--- config.mk ---
export PLATFORM = sky130hd
export DESIGN_NAME = cifs_top
export DESIGN_NICKNAME = d
export VERILOG_FILES = /design/src/hdl/cifs_pkg.sv /design/src/hdl/cifs_top.sv
export VERILOG_INCLUDE_DIRS = /design/src /design/src/hdl
export SDC_FILE = /design/constraint.sdc
export NUM_CORES = 1
export LEC_CHECK = 0
export BUFFER_PORTS_ARGS = -buffer_cell sky130_fd_sc_hd__buf_2
export CAP_MARGIN = 10
export CORE_MARGIN = 3
export CORE_UTILIZATION = 48
export CTS_BUF_LIST = sky130_fd_sc_hd__clkbuf_16
export DETAILED_ROUTE_END_ITERATION = 8
export PLACE_DENSITY = 0.89
export RECOVER_POWER = 50
export SETUP_SLACK_MARGIN = 0.02
export SYNTH_ARGS = -nofsm -noshare
export SYNTH_HDL_FRONTEND = slang
export SYNTH_SLANG_ARGS = --single-unit
--- constraint.sdc ---
create_clock -name pclk -period 4 [get_ports pclk]
set_input_delay 0.4 -clock pclk [delete_from_list [all_inputs] [get_ports pclk]]
set_output_delay 0.4 -clock pclk [all_outputs]
set_load 0.005 [all_outputs]
--- src/hdl/cifs_params.svh ---
// Constants for the CAN interrupt flag and error-state status block.
// Assumes inclusion by bare name from the package, ahead of the design.
`ifndef CIFS_PARAMS_SVH
`define CIFS_PARAMS_SVH

// Register byte addresses
`define CIFS_ADDR_FLAGS     12'h000
`define CIFS_ADDR_MASK      12'h004
`define CIFS_ADDR_IRQ       12'h008

// Flag register bit positions
`define CIFS_BIT_TXBOFF     13
`define CIFS_BIT_TXPASS     12
`define CIFS_BIT_RXPASS     11
`define CIFS_BIT_TXWARN     10
`define CIFS_BIT_RXWARN     9
`define CIFS_BIT_ANYWARN    8
`define CIFS_BIT_INVMSG     7
`define CIFS_BIT_WAKE       6
`define CIFS_BIT_ERR        5
`define CIFS_BIT_RSVD       4
`define CIFS_BIT_FIFO       3
`define CIFS_BIT_RXOVF      2
`define CIFS_BIT_RXBUF      1
`define CIFS_BIT_TXBUF      0

// Writable, clearable flag bits of the low byte
`define CIFS_FLAG_MASK      8'hEF
`define CIFS_FLAG_RESET     8'h00
`define CIFS_MASK_RESET     8'h00
`define CIFS_STATE_RESET    6'h00
`define CIFS_ZERO32         32'h0000_0000
`define CIFS_ZERO2          2'h0

`endif

--- src/hdl/cifs_pkg.sv ---
// Types for the CAN interrupt flag and error-state status block.
// Assumes cifs_params.svh is on the include path.
`include "cifs_params.svh"

package cifs_pkg;

    // Error confinement levels from the protocol engine
    typedef struct packed {
        logic tx_bus_off_state;
        logic tx_bus_passive_state;
        logic rx_bus_passive_state;
        logic tx_warning_state;
        logic rx_warning_state;
    } cifs_err_state_t;

    // One-cycle event pulses from the protocol engine
    typedef struct packed {
        logic invalid_message;
        logic bus_wakeup;
        logic fifo_almost_full;
        logic rx_overflow;
        logic rx_buffer;
        logic tx_buffer;
    } cifs_events_t;

    typedef enum logic [1:0] {
        CIFS_IDLE   = 2'b00,
        CIFS_ACCESS = 2'b01
    } cifs_bus_state_t;

endpackage

--- src/hdl/cifs_top.sv ---
// CAN interrupt flag and error-state status register behind an APB slave.
// Assumes state and event inputs synchronous to pclk; events are one-cycle pulses.
// Notes on behaviour
// - Bit 13 shows transmitter bus-off state
// - Bits 12, 11 show tx, rx passive
// - Bit 10 shows transmitter warning state
// - Bit 9 shows receiver warning state
// - Bit 8 is OR of both warnings
// - Events set flags at bits 7, 6, 3..0; bit 5 on error-state entry, bit 4 stays 0
// - Flags stick until software clears them
//
// The implementer's own choices: register access over APB and the register offsets.
`timescale 1ns/1ps
`default_nettype none

module cifs_top
    import cifs_pkg::*;
(
    // Clock and reset
    input  wire logic            pclk,
    input  wire logic            presetn,
    // APB slave
    input  wire logic            psel,
    input  wire logic            penable,
    input  wire logic            pwrite,
    input  wire logic [11:0]     paddr,
    input  wire logic [31:0]     pwdata,
    input  wire logic [3:0]      pstrb,
    output logic      [31:0]     prdata,
    output logic                 pready,
    output logic                 pslverr,
    // Protocol engine side
    input  wire cifs_err_state_t err_state,
    input  wire cifs_events_t    events,
    // Interrupt
    output logic                 irq
);

    // Build the 16-bit register image
    function automatic logic [15:0] flags_image(input logic [5:0] st, input logic [7:0] fl);
        logic [15:0] v;
        v = 16'h0000;
        v[`CIFS_BIT_TXBOFF:`CIFS_BIT_ANYWARN] = st;
        v[7:0] = fl & `CIFS_FLAG_MASK;
        return v;
    endfunction

    // State bits
    logic [5:0]      state_r;
    logic [5:0]      state_nxt;
    logic [7:0]      flags_r;
    logic [7:0]      flags_nxt;
    logic [7:0]      mask_r;
    logic [7:0]      mask_nxt;
    logic            irq_r;
    logic            irq_nxt;
    // Bus state
    cifs_bus_state_t bus_r;
    cifs_bus_state_t bus_nxt;
    logic [31:0]     prdata_r;
    logic [31:0]     prdata_nxt;
    logic            pready_r;
    logic            pready_nxt;
    logic            pslverr_r;
    logic            pslverr_nxt;

    logic            wr_flags;
    logic            wr_mask;
    logic [7:0]      set_v;
    logic [7:0]      clr_v;
    logic            addr_ok;

    // Error-state image and event collection
    always_comb begin
        state_nxt = 6'h00;
        state_nxt[`CIFS_BIT_TXBOFF - `CIFS_BIT_ANYWARN] = err_state.tx_bus_off_state;
        state_nxt[`CIFS_BIT_TXPASS - `CIFS_BIT_ANYWARN] = err_state.tx_bus_passive_state;
        state_nxt[`CIFS_BIT_RXPASS - `CIFS_BIT_ANYWARN] = err_state.rx_bus_passive_state;
        state_nxt[`CIFS_BIT_TXWARN - `CIFS_BIT_ANYWARN] = err_state.tx_warning_state;
        state_nxt[`CIFS_BIT_RXWARN - `CIFS_BIT_ANYWARN] = err_state.rx_warning_state;
        state_nxt[0] = err_state.tx_warning_state | err_state.rx_warning_state;
        set_v = 8'h00;
        set_v[`CIFS_BIT_INVMSG] = events.invalid_message;
        set_v[`CIFS_BIT_WAKE]   = events.bus_wakeup;
        set_v[`CIFS_BIT_ERR]    = |(state_nxt & ~state_r);
        set_v[`CIFS_BIT_FIFO]   = events.fifo_almost_full;
        set_v[`CIFS_BIT_RXOVF]  = events.rx_overflow;
        set_v[`CIFS_BIT_RXBUF]  = events.rx_buffer;
        set_v[`CIFS_BIT_TXBUF]  = events.tx_buffer;
    end

    // APB decode
    always_comb begin
        addr_ok  = (paddr == `CIFS_ADDR_FLAGS) || (paddr == `CIFS_ADDR_MASK)
                   || (paddr == `CIFS_ADDR_IRQ);
        wr_flags = psel && penable && pready_r && pwrite && (paddr == `CIFS_ADDR_FLAGS);
        wr_mask  = psel && penable && pready_r && pwrite && (paddr == `CIFS_ADDR_MASK);
        clr_v    = 8'h00;
        if (wr_flags && pstrb[0]) begin
            clr_v = pwdata[7:0] & `CIFS_FLAG_MASK;
        end
    end

    // Flags, mask and interrupt next values; set wins over clear
    always_comb begin
        flags_nxt = ((flags_r & ~clr_v) | set_v) & `CIFS_FLAG_MASK;
        mask_nxt  = mask_r;
        if (wr_mask && pstrb[0]) begin
            mask_nxt = pwdata[7:0] & `CIFS_FLAG_MASK;
        end
        irq_nxt = |(flags_nxt & mask_nxt);
    end

    // Bus response: one wait state, ready in the second access cycle
    always_comb begin
        bus_nxt     = bus_r;
        prdata_nxt  = prdata_r;
        pready_nxt  = 1'b0;
        pslverr_nxt = 1'b0;
        unique case (bus_r)
            CIFS_IDLE: begin
                if (psel && penable) begin
                    bus_nxt     = CIFS_ACCESS;
                    pready_nxt  = 1'b1;
                    pslverr_nxt = !addr_ok;
                    prdata_nxt  = `CIFS_ZERO32;
                    if (!pwrite && paddr == `CIFS_ADDR_FLAGS) begin
                        prdata_nxt = {16'h0000, flags_image(state_r, flags_r)};
                    end else if (!pwrite && paddr == `CIFS_ADDR_MASK) begin
                        prdata_nxt = {24'h000000, mask_r};
                    end else if (!pwrite && paddr == `CIFS_ADDR_IRQ) begin
                        prdata_nxt = {31'h00000000, irq_r};
                    end
                end
            end
            CIFS_ACCESS: begin
                bus_nxt = CIFS_IDLE;
            end
            default: begin
                bus_nxt = CIFS_IDLE;
            end
        endcase
    end

    always_ff @(posedge pclk or negedge presetn) begin
        if (!presetn) begin
            state_r   <= `CIFS_STATE_RESET;
            flags_r   <= `CIFS_FLAG_RESET;
            mask_r    <= `CIFS_MASK_RESET;
            irq_r     <= 1'b0;
            bus_r     <= CIFS_IDLE;
            prdata_r  <= `CIFS_ZERO32;
            pready_r  <= 1'b0;
            pslverr_r <= 1'b0;
        end else begin
            state_r   <= state_nxt;
            flags_r   <= flags_nxt;
            mask_r    <= mask_nxt;
            irq_r     <= irq_nxt;
            bus_r     <= bus_nxt;
            prdata_r  <= prdata_nxt;
            pready_r  <= pready_nxt;
            pslverr_r <= pslverr_nxt;
        end
    end

    assign prdata  = prdata_r;
    assign pready  = pready_r;
    assign pslverr = pslverr_r;
    assign irq     = irq_r;
endmodule

`default_nettype wire

==> reports/qor.csv, run 1 <==
metric,value,unit
dp_slack,1.27,ns
ir_worst_vdd,0.406,mV
vias,1506,
path_delay_family,simple AND/OR/NAND/NOR gates,
finClkSkew,0.00366,ns
grt_max_degree,38,
rows,21,
async_flop_share,1.00,
p_leak,1.16,nW
area.growth.synth_to_final,21.1,%
synthXorXnorAreaFrac,0,
cp-end-kind,flip-flop,
synthMuxAreaShare,0.0694,
crit_chain,buf_2 > or4_4 > nor4_2 > mux2i_1 > a311oi_1 > nor4_1 > nand4_1,
synth_area,1860,um2
crit_buf_inv,1,
synth_area_leaders,"dfrtp_1, buf_4, nand2_1",
final_util,0.639,
synth_warnings,0,
drtAntennaViolNets,0,
firstDrtPassIters,4,
setup_viol,0,
fin_crit,2.50,ns
synth_top_cell_by_area,dfrtp_1,
die_h,68.2,um
rsz0062_at_grt,false,
dp_hpwl,2960,um
final-hold-violation-count,0,
path_clk_slew,0.06,ns
tightest_slew,1.91,ns
grt_pass1_wl,6240,um
required,4.14,ns
numCtsBuffers,5,
critPathLaunchType,input pin,
post-cts-setup-buffers,0,
cts_hold_buffers,0,
tritoncts,yes,
cts_buffer_depth,2,
wl,4040,um
ys_types,40,
seq_area_frac_synth,0.498,
timing.fmax,401,MHz
power_density,390,nW/um2
setup_tns,0,ns
synth_top_family_by_area,compound AO/OA/AOI/OAI gates,
finalWeightedCongestion,0.813,
drv_cap,1,
syn_inst,181,
drc_errors,0,
via_per_inst,5.36,
n_antenna_cell,0,
outcome,"finished, violations left",
synth-edff-count,0,
worstPathMaxFanout,8,
boundaryPins,99,
holdCritPathClass,input pin to flip-flop,
grt-ovfl-total,0,
fin_crit_sh,0.624,
clock_sinks,37,
start_util,0.528,
power,0.000879,W
cp_data_arrival_time,2.64,ns
clk_latency,0.28,ns
final_nets,298,
htreeDepth,2,
synth-compound-area-share,0.168,
max_stage_delay,0.82,ns
critical_path_class,input pin to flip-flop,
synth_fa_ha_area_frac,0,
yosysTopAreaCellShare,0.498,
relSlewSlack,-0.272,
violations,"capacitance limit, slew limit",
ctsResizeCount,0,
yosys.area_share.simple,0.137,
cts-root-buf,clkbuf_16,
ys_seq_elements,37,
avgSynthCellArea,10.3,um2
port_buffers,51,
slew_violations,38,
fp.coreArea,3520,um2
wl_per_cell,14.4,um
grt_antenna_before_repair,0,
dieWidth,68.2,um
synth_ff_type,dfrtp_1,
drive_gt1_frac,0.302,
die_area,4650,um2
grt_pass1_vias,1435,
drtIter0Drc,69,
grt_util_all_layers,0.184,
setup_ws,1.50,ns
crit_path_top_delay_cell,nor4_2,
-- placed cells by master (no fill, tap or decap), types with 4 or more instances in the layout --
cell type	netlist	final
buf_2	1	48
dfrtp_1	37	37
nand2_1	24	24
conb_1	1	19
inv_1	15	15
mux2_2	7	7
a21o_1	6	6
o21ai_0	6	6
a22o_1	6	6
a22oi_1	6	6
mux2i_1	5	5
clkbuf_16	0	5
o221ai_1	4	4
-- path summary, 6_finish.rpt --
| path | from | end | slack, ns | cells after the start |
|---|---|---|---|---|
| min in group asynchronous | presetn | state_r[3]$_DFF_PN0_ | 0.65 | 1 |
| hold reg to reg | prdata[6]$_DFFE_PN0P_ | prdata[6]$_DFFE_PN0P_ | 0.46 | 2 |
| hold / removal | err_state[0] | state_r[1]$_DFF_PN0_ | 0.23 | 1 |
| max in group asynchronous | presetn | mask_r[7]$_DFF_PN0_ | 2.26 | 1 |
| setup reg to reg | pready$_DFF_PN0_ | irq$_DFF_PN0_ | 1.78 | 6 |
| setup / recovery | paddr[5] | irq$_DFF_PN0_ | 1.50 | 7 |
-- layout make-up --
| cell class | count | area, um2 |
|---|---|---|
| Timing Repair Buffer | 53 | 267 |
| Clock inverter | 3 | 46.3 |
| Multi-Input combinational cell | 122 | 773 |
| Clock buffer | 5 | 125 |
| Fill cell | 299 | 1270 |
| Sequential cell | 37 | 926 |
| Tap cell | 46 | 57.6 |
| Inverter | 15 | 56.3 |
-- cells by family after synthesis --
kind of cell,after synthesis
compound gates,43
buf+inv,40
flops,37
mux,12
other cells,1
simple gates,48
-- Yosys cell counts (4+ instances only) --
| cell | instances |
|---|---|
| inv_1 | 15 |
| nor4_1 | 4 |
| mux2i_1 | 5 |
| a21o_1 | 6 |
| dfrtp_1 | 37 |
| mux2_2 | 7 |
| a22o_1 | 6 |
| o21ai_0 | 6 |
| o221ai_1 | 4 |
| a22oi_1 | 6 |
| nand2_1 | 24 |
| buf_4 | 19 |
-- flip-flops by register name, indices dropped and copies added, names as in the netlist --
signal / count
mask_r: 7
pready: 1
prdata: 13
state_r: 6
bus_r: 1
flags_r: 7
irq: 1
pslverr: 1
-- routing by layer --
layer | vias up | GRT usage | wire (um)
met3 | 10 | 0.0558 | 401
li1 | 715 | - | -
met4 | 0 | 0.0943 | 90
met1 | 708 | 0.204 | 1560
met5 | - | 0 | 0
met2 | 73 | 0.316 | 1990
-- where the power goes --
| part | internal, W | leakage (nW) | total, W | switching (W) |
|---|---|---|---|---|
| clock | 0.000294 | 0.0800 | 0.000444 | 0.000149 |
| sequential | 0.000379 | 0.463 | 0.000381 | 0.00000182 |
| combinational | 0.0000191 | 0.616 | 0.0000539 | 0.0000348 |
-- stage by stage --
| stage | std cells | hold slack (ns) | instance area (um2) |
|---|---|---|---|
| floorplan | 199 | 0.104 | 1930 |
| global placement | 273 | 0.447 | 2080 |
| detailed placement | 273 | 0.454 | 2080 |
| CTS | 281 | 0.230 | 2250 |
| global route | 281 | 0.231 | 2250 |
| finish | 281 | 0.234 | 2250 |
No activity file was read; power rests on OpenSTA's default activity.
==> run 2: changes to the inputs <==
- CORE_UTILIZATION: 48 -> 45
- PLACE_DENSITY: 0.89 -> 0.84
- clock period: 4 -> 2.3 ns (I/O delays scaled with it)
==> run 2 against run 1 <==
The run still ends with capacitance limit, slew limit left. Die area rose by 6.1%. Hold slack got worse by 0.17 ns. Register-to-register slack got worse by 1.5 ns. Combinational power rose by 85%. Global-route usage fell by 1.6 points. Largest cell class unchanged.
==> reports/qor.csv, run 2 (synthesis results as in run 1) <==
metric,value,unit,change
outcome,"finished, violations left",,
violations,"capacitance limit, slew limit",,
relSlewSlack,-0.268,,+0.00320
wl_per_cell,13.6,um,-5.3%
finalWeightedCongestion,0.782,,-3.8%
htreeDepth,2,,unchanged
dieWidth,70.3,um,+3.0%
finClkSkew,0.00349,ns,-0.000175 ns
clk_latency,0.28,ns,about the same
p_switching,0.000327,W,+76%
worstPathMaxFanout,6,,-2
via_per_inst,5.21,,-2.7%
final_util,0.610,,-0.0294
grt-ovfl-total,0,,unchanged
grt_antenna_before_repair,0,,unchanged
drtIter0Drc,116,,+68%
required,2.45,ns,-1.69 ns
port_buffers,51,,unchanged
ir_worst_vdd,0.622,mV,+53%
p_int,0.00120,W,+74%
mostFrequentLayoutCells,"buf_2, dfrtp_1, nand2_1",,
start_util,0.486,,-0.0421
seqPwrFrac,0.433,,about the same
grt_util_all_layers,0.168,,-0.0164
final_common_cell,buf_2,,
rsz0062_at_grt,false,,
firstDrtPassIters,4,,unchanged
fp.coreArea,3830,um2,+8.7%
cts_hold_buffers,0,,unchanged
drc_errors,0,,unchanged
timing.fmax,463,MHz,
die_h,70.3,um,+3.0%
power_density,657,nW/um2,+68%
slew_violations,38,,unchanged
drtAntennaViolNets,0,,unchanged
drive_gt1_frac,0.329,,+0.0271
setup_viol,0,,unchanged
critPathLaunchType,input pin,,
multi_input_area,777,um2,+0.49%
grt_pass1_vias,1492,,+4.0%
dp_slack,-0.226,ns,-1.49 ns
fillers,318,,+6.4%
critical_path_class,input pin to flip-flop,,
clock_sinks,37,,unchanged
cts-root-buf,clkbuf_16,,
wl,4000,um,-0.92%
cp-end-kind,flip-flop,,
path_clk_slew,0.05,ns,about the same
tritoncts,yes,,
boundaryPins,99,,unchanged
vias,1533,,+1.8%
n_antenna_cell,0,,unchanged
cp_data_arrival_time,2.31,ns,-0.33 ns
fin_crit,2.16,ns,
grt_max_degree,38,,unchanged
die_area,4940,um2,+6.1%
cts_buffer_depth,2,,unchanged
hold_ws,0.0668,ns,-0.167 ns
rows,22,,+4.8%
numCtsBuffers,5,,unchanged
p_leak,1.21,nW,+4.3%
final-hold-violation-count,0,,unchanged
area.growth.synth_to_final,25.6,%,
pwr-share-clk,0.502,,-0.003
fin_crit_sh,0.939,,
p_sw_frac,0.214,,+0.00207
seqCellArea,926,um2,unchanged
ctsResizeCount,0,,unchanged
setup_ws,0.141,ns,-1.36 ns
tightest_slew,1.90,ns,-0.00480 ns
largest_reg_flops,13,,unchanged
setup_tns,0,ns,unchanged
final_nets,309,,+3.7%
grt_pass1_wl,6530,um,+4.8%
holdCritPathClass,input pin to flip-flop,,
dp_hpwl,3020,um,+2.1%
drv_cap,1,,unchanged
post-cts-setup-buffers,0,,unchanged
combPwrFrac,0.065,,+0.004
run 2: path summary, 6_finish.rpt:
kind                       cells past startpoint  slack [ns]                   from                endpoint
setup / recovery                               7        0.14               paddr[1]           irq$_DFF_PN0_
hold / removal                                 1        0.07           err_state[3]    state_r[4]$_DFF_PN0_
setup reg to reg                               6        0.27       pready$_DFF_PN0_           irq$_DFF_PN0_
hold reg to reg                                2        0.46  prdata[1]$_DFFE_PN0P_   prdata[1]$_DFFE_PN0P_
max in group asynchronous                      1        0.74                presetn   prdata[6]$_DFFE_PN0P_
min in group asynchronous                      1        0.47                presetn  prdata[11]$_DFFE_PN0P_
run 2: layer usage:
layer | up-vias | track usage | share of wire
met5 | - | 0 | 0
met3 | 7 | 0.0475 | 0.084
met1 | 723 | 0.201 | 0.42
li1 | 738 | - | -
met2 | 65 | 0.273 | 0.48
met4 | 0 | 0.0851 | 0.014
run 2: final cells by class:
class	instances	share of cell area
sequential	37	0.397
multi-input combinational	122	0.333
timing repair buffer	64	0.149
clock buffer	5	0.0536
tap	48	0.0257
inverter	15	0.0241
clock inverter	3	0.0177
run 2: metrics by stage:
step / instance area (um2) / total power [W] / std cells
6_report: 2330 / 0.00153 / 294
5_1_grt: 2330 / 0.00158 / 294
4_1_cts: 2330 / 0.00154 / 294
3_5_place_dp: 2170 / 0.000776 / 286
3_3_place_gp: 2170 / 0.000773 / 286
2_1_floorplan: 1930 / 0.000732 / 199
run 2: power by group through the flow:
stage / clock [W] / combinational, W / sequential (W)
2_1_floorplan: 0 / 0.0000578 / 0.000674
3_5_place_dp: 0 / 0.000101 / 0.000675
5_1_grt: 0.000797 / 0.000115 / 0.000664
3_3_place_gp: 0 / 0.0000983 / 0.000674
6_report: 0.000769 / 0.0000997 / 0.000663
4_1_cts: 0.000780 / 0.000101 / 0.000663
run 2: worst max-delay path, stage by stage:
cell and delay (ns):
buf_2 0.10, or4bb_2 0.66, or4_4 0.50, o32ai_1 0.26, a21oi_1 0.07, nor4_1 0.36
nand4_1 0.13
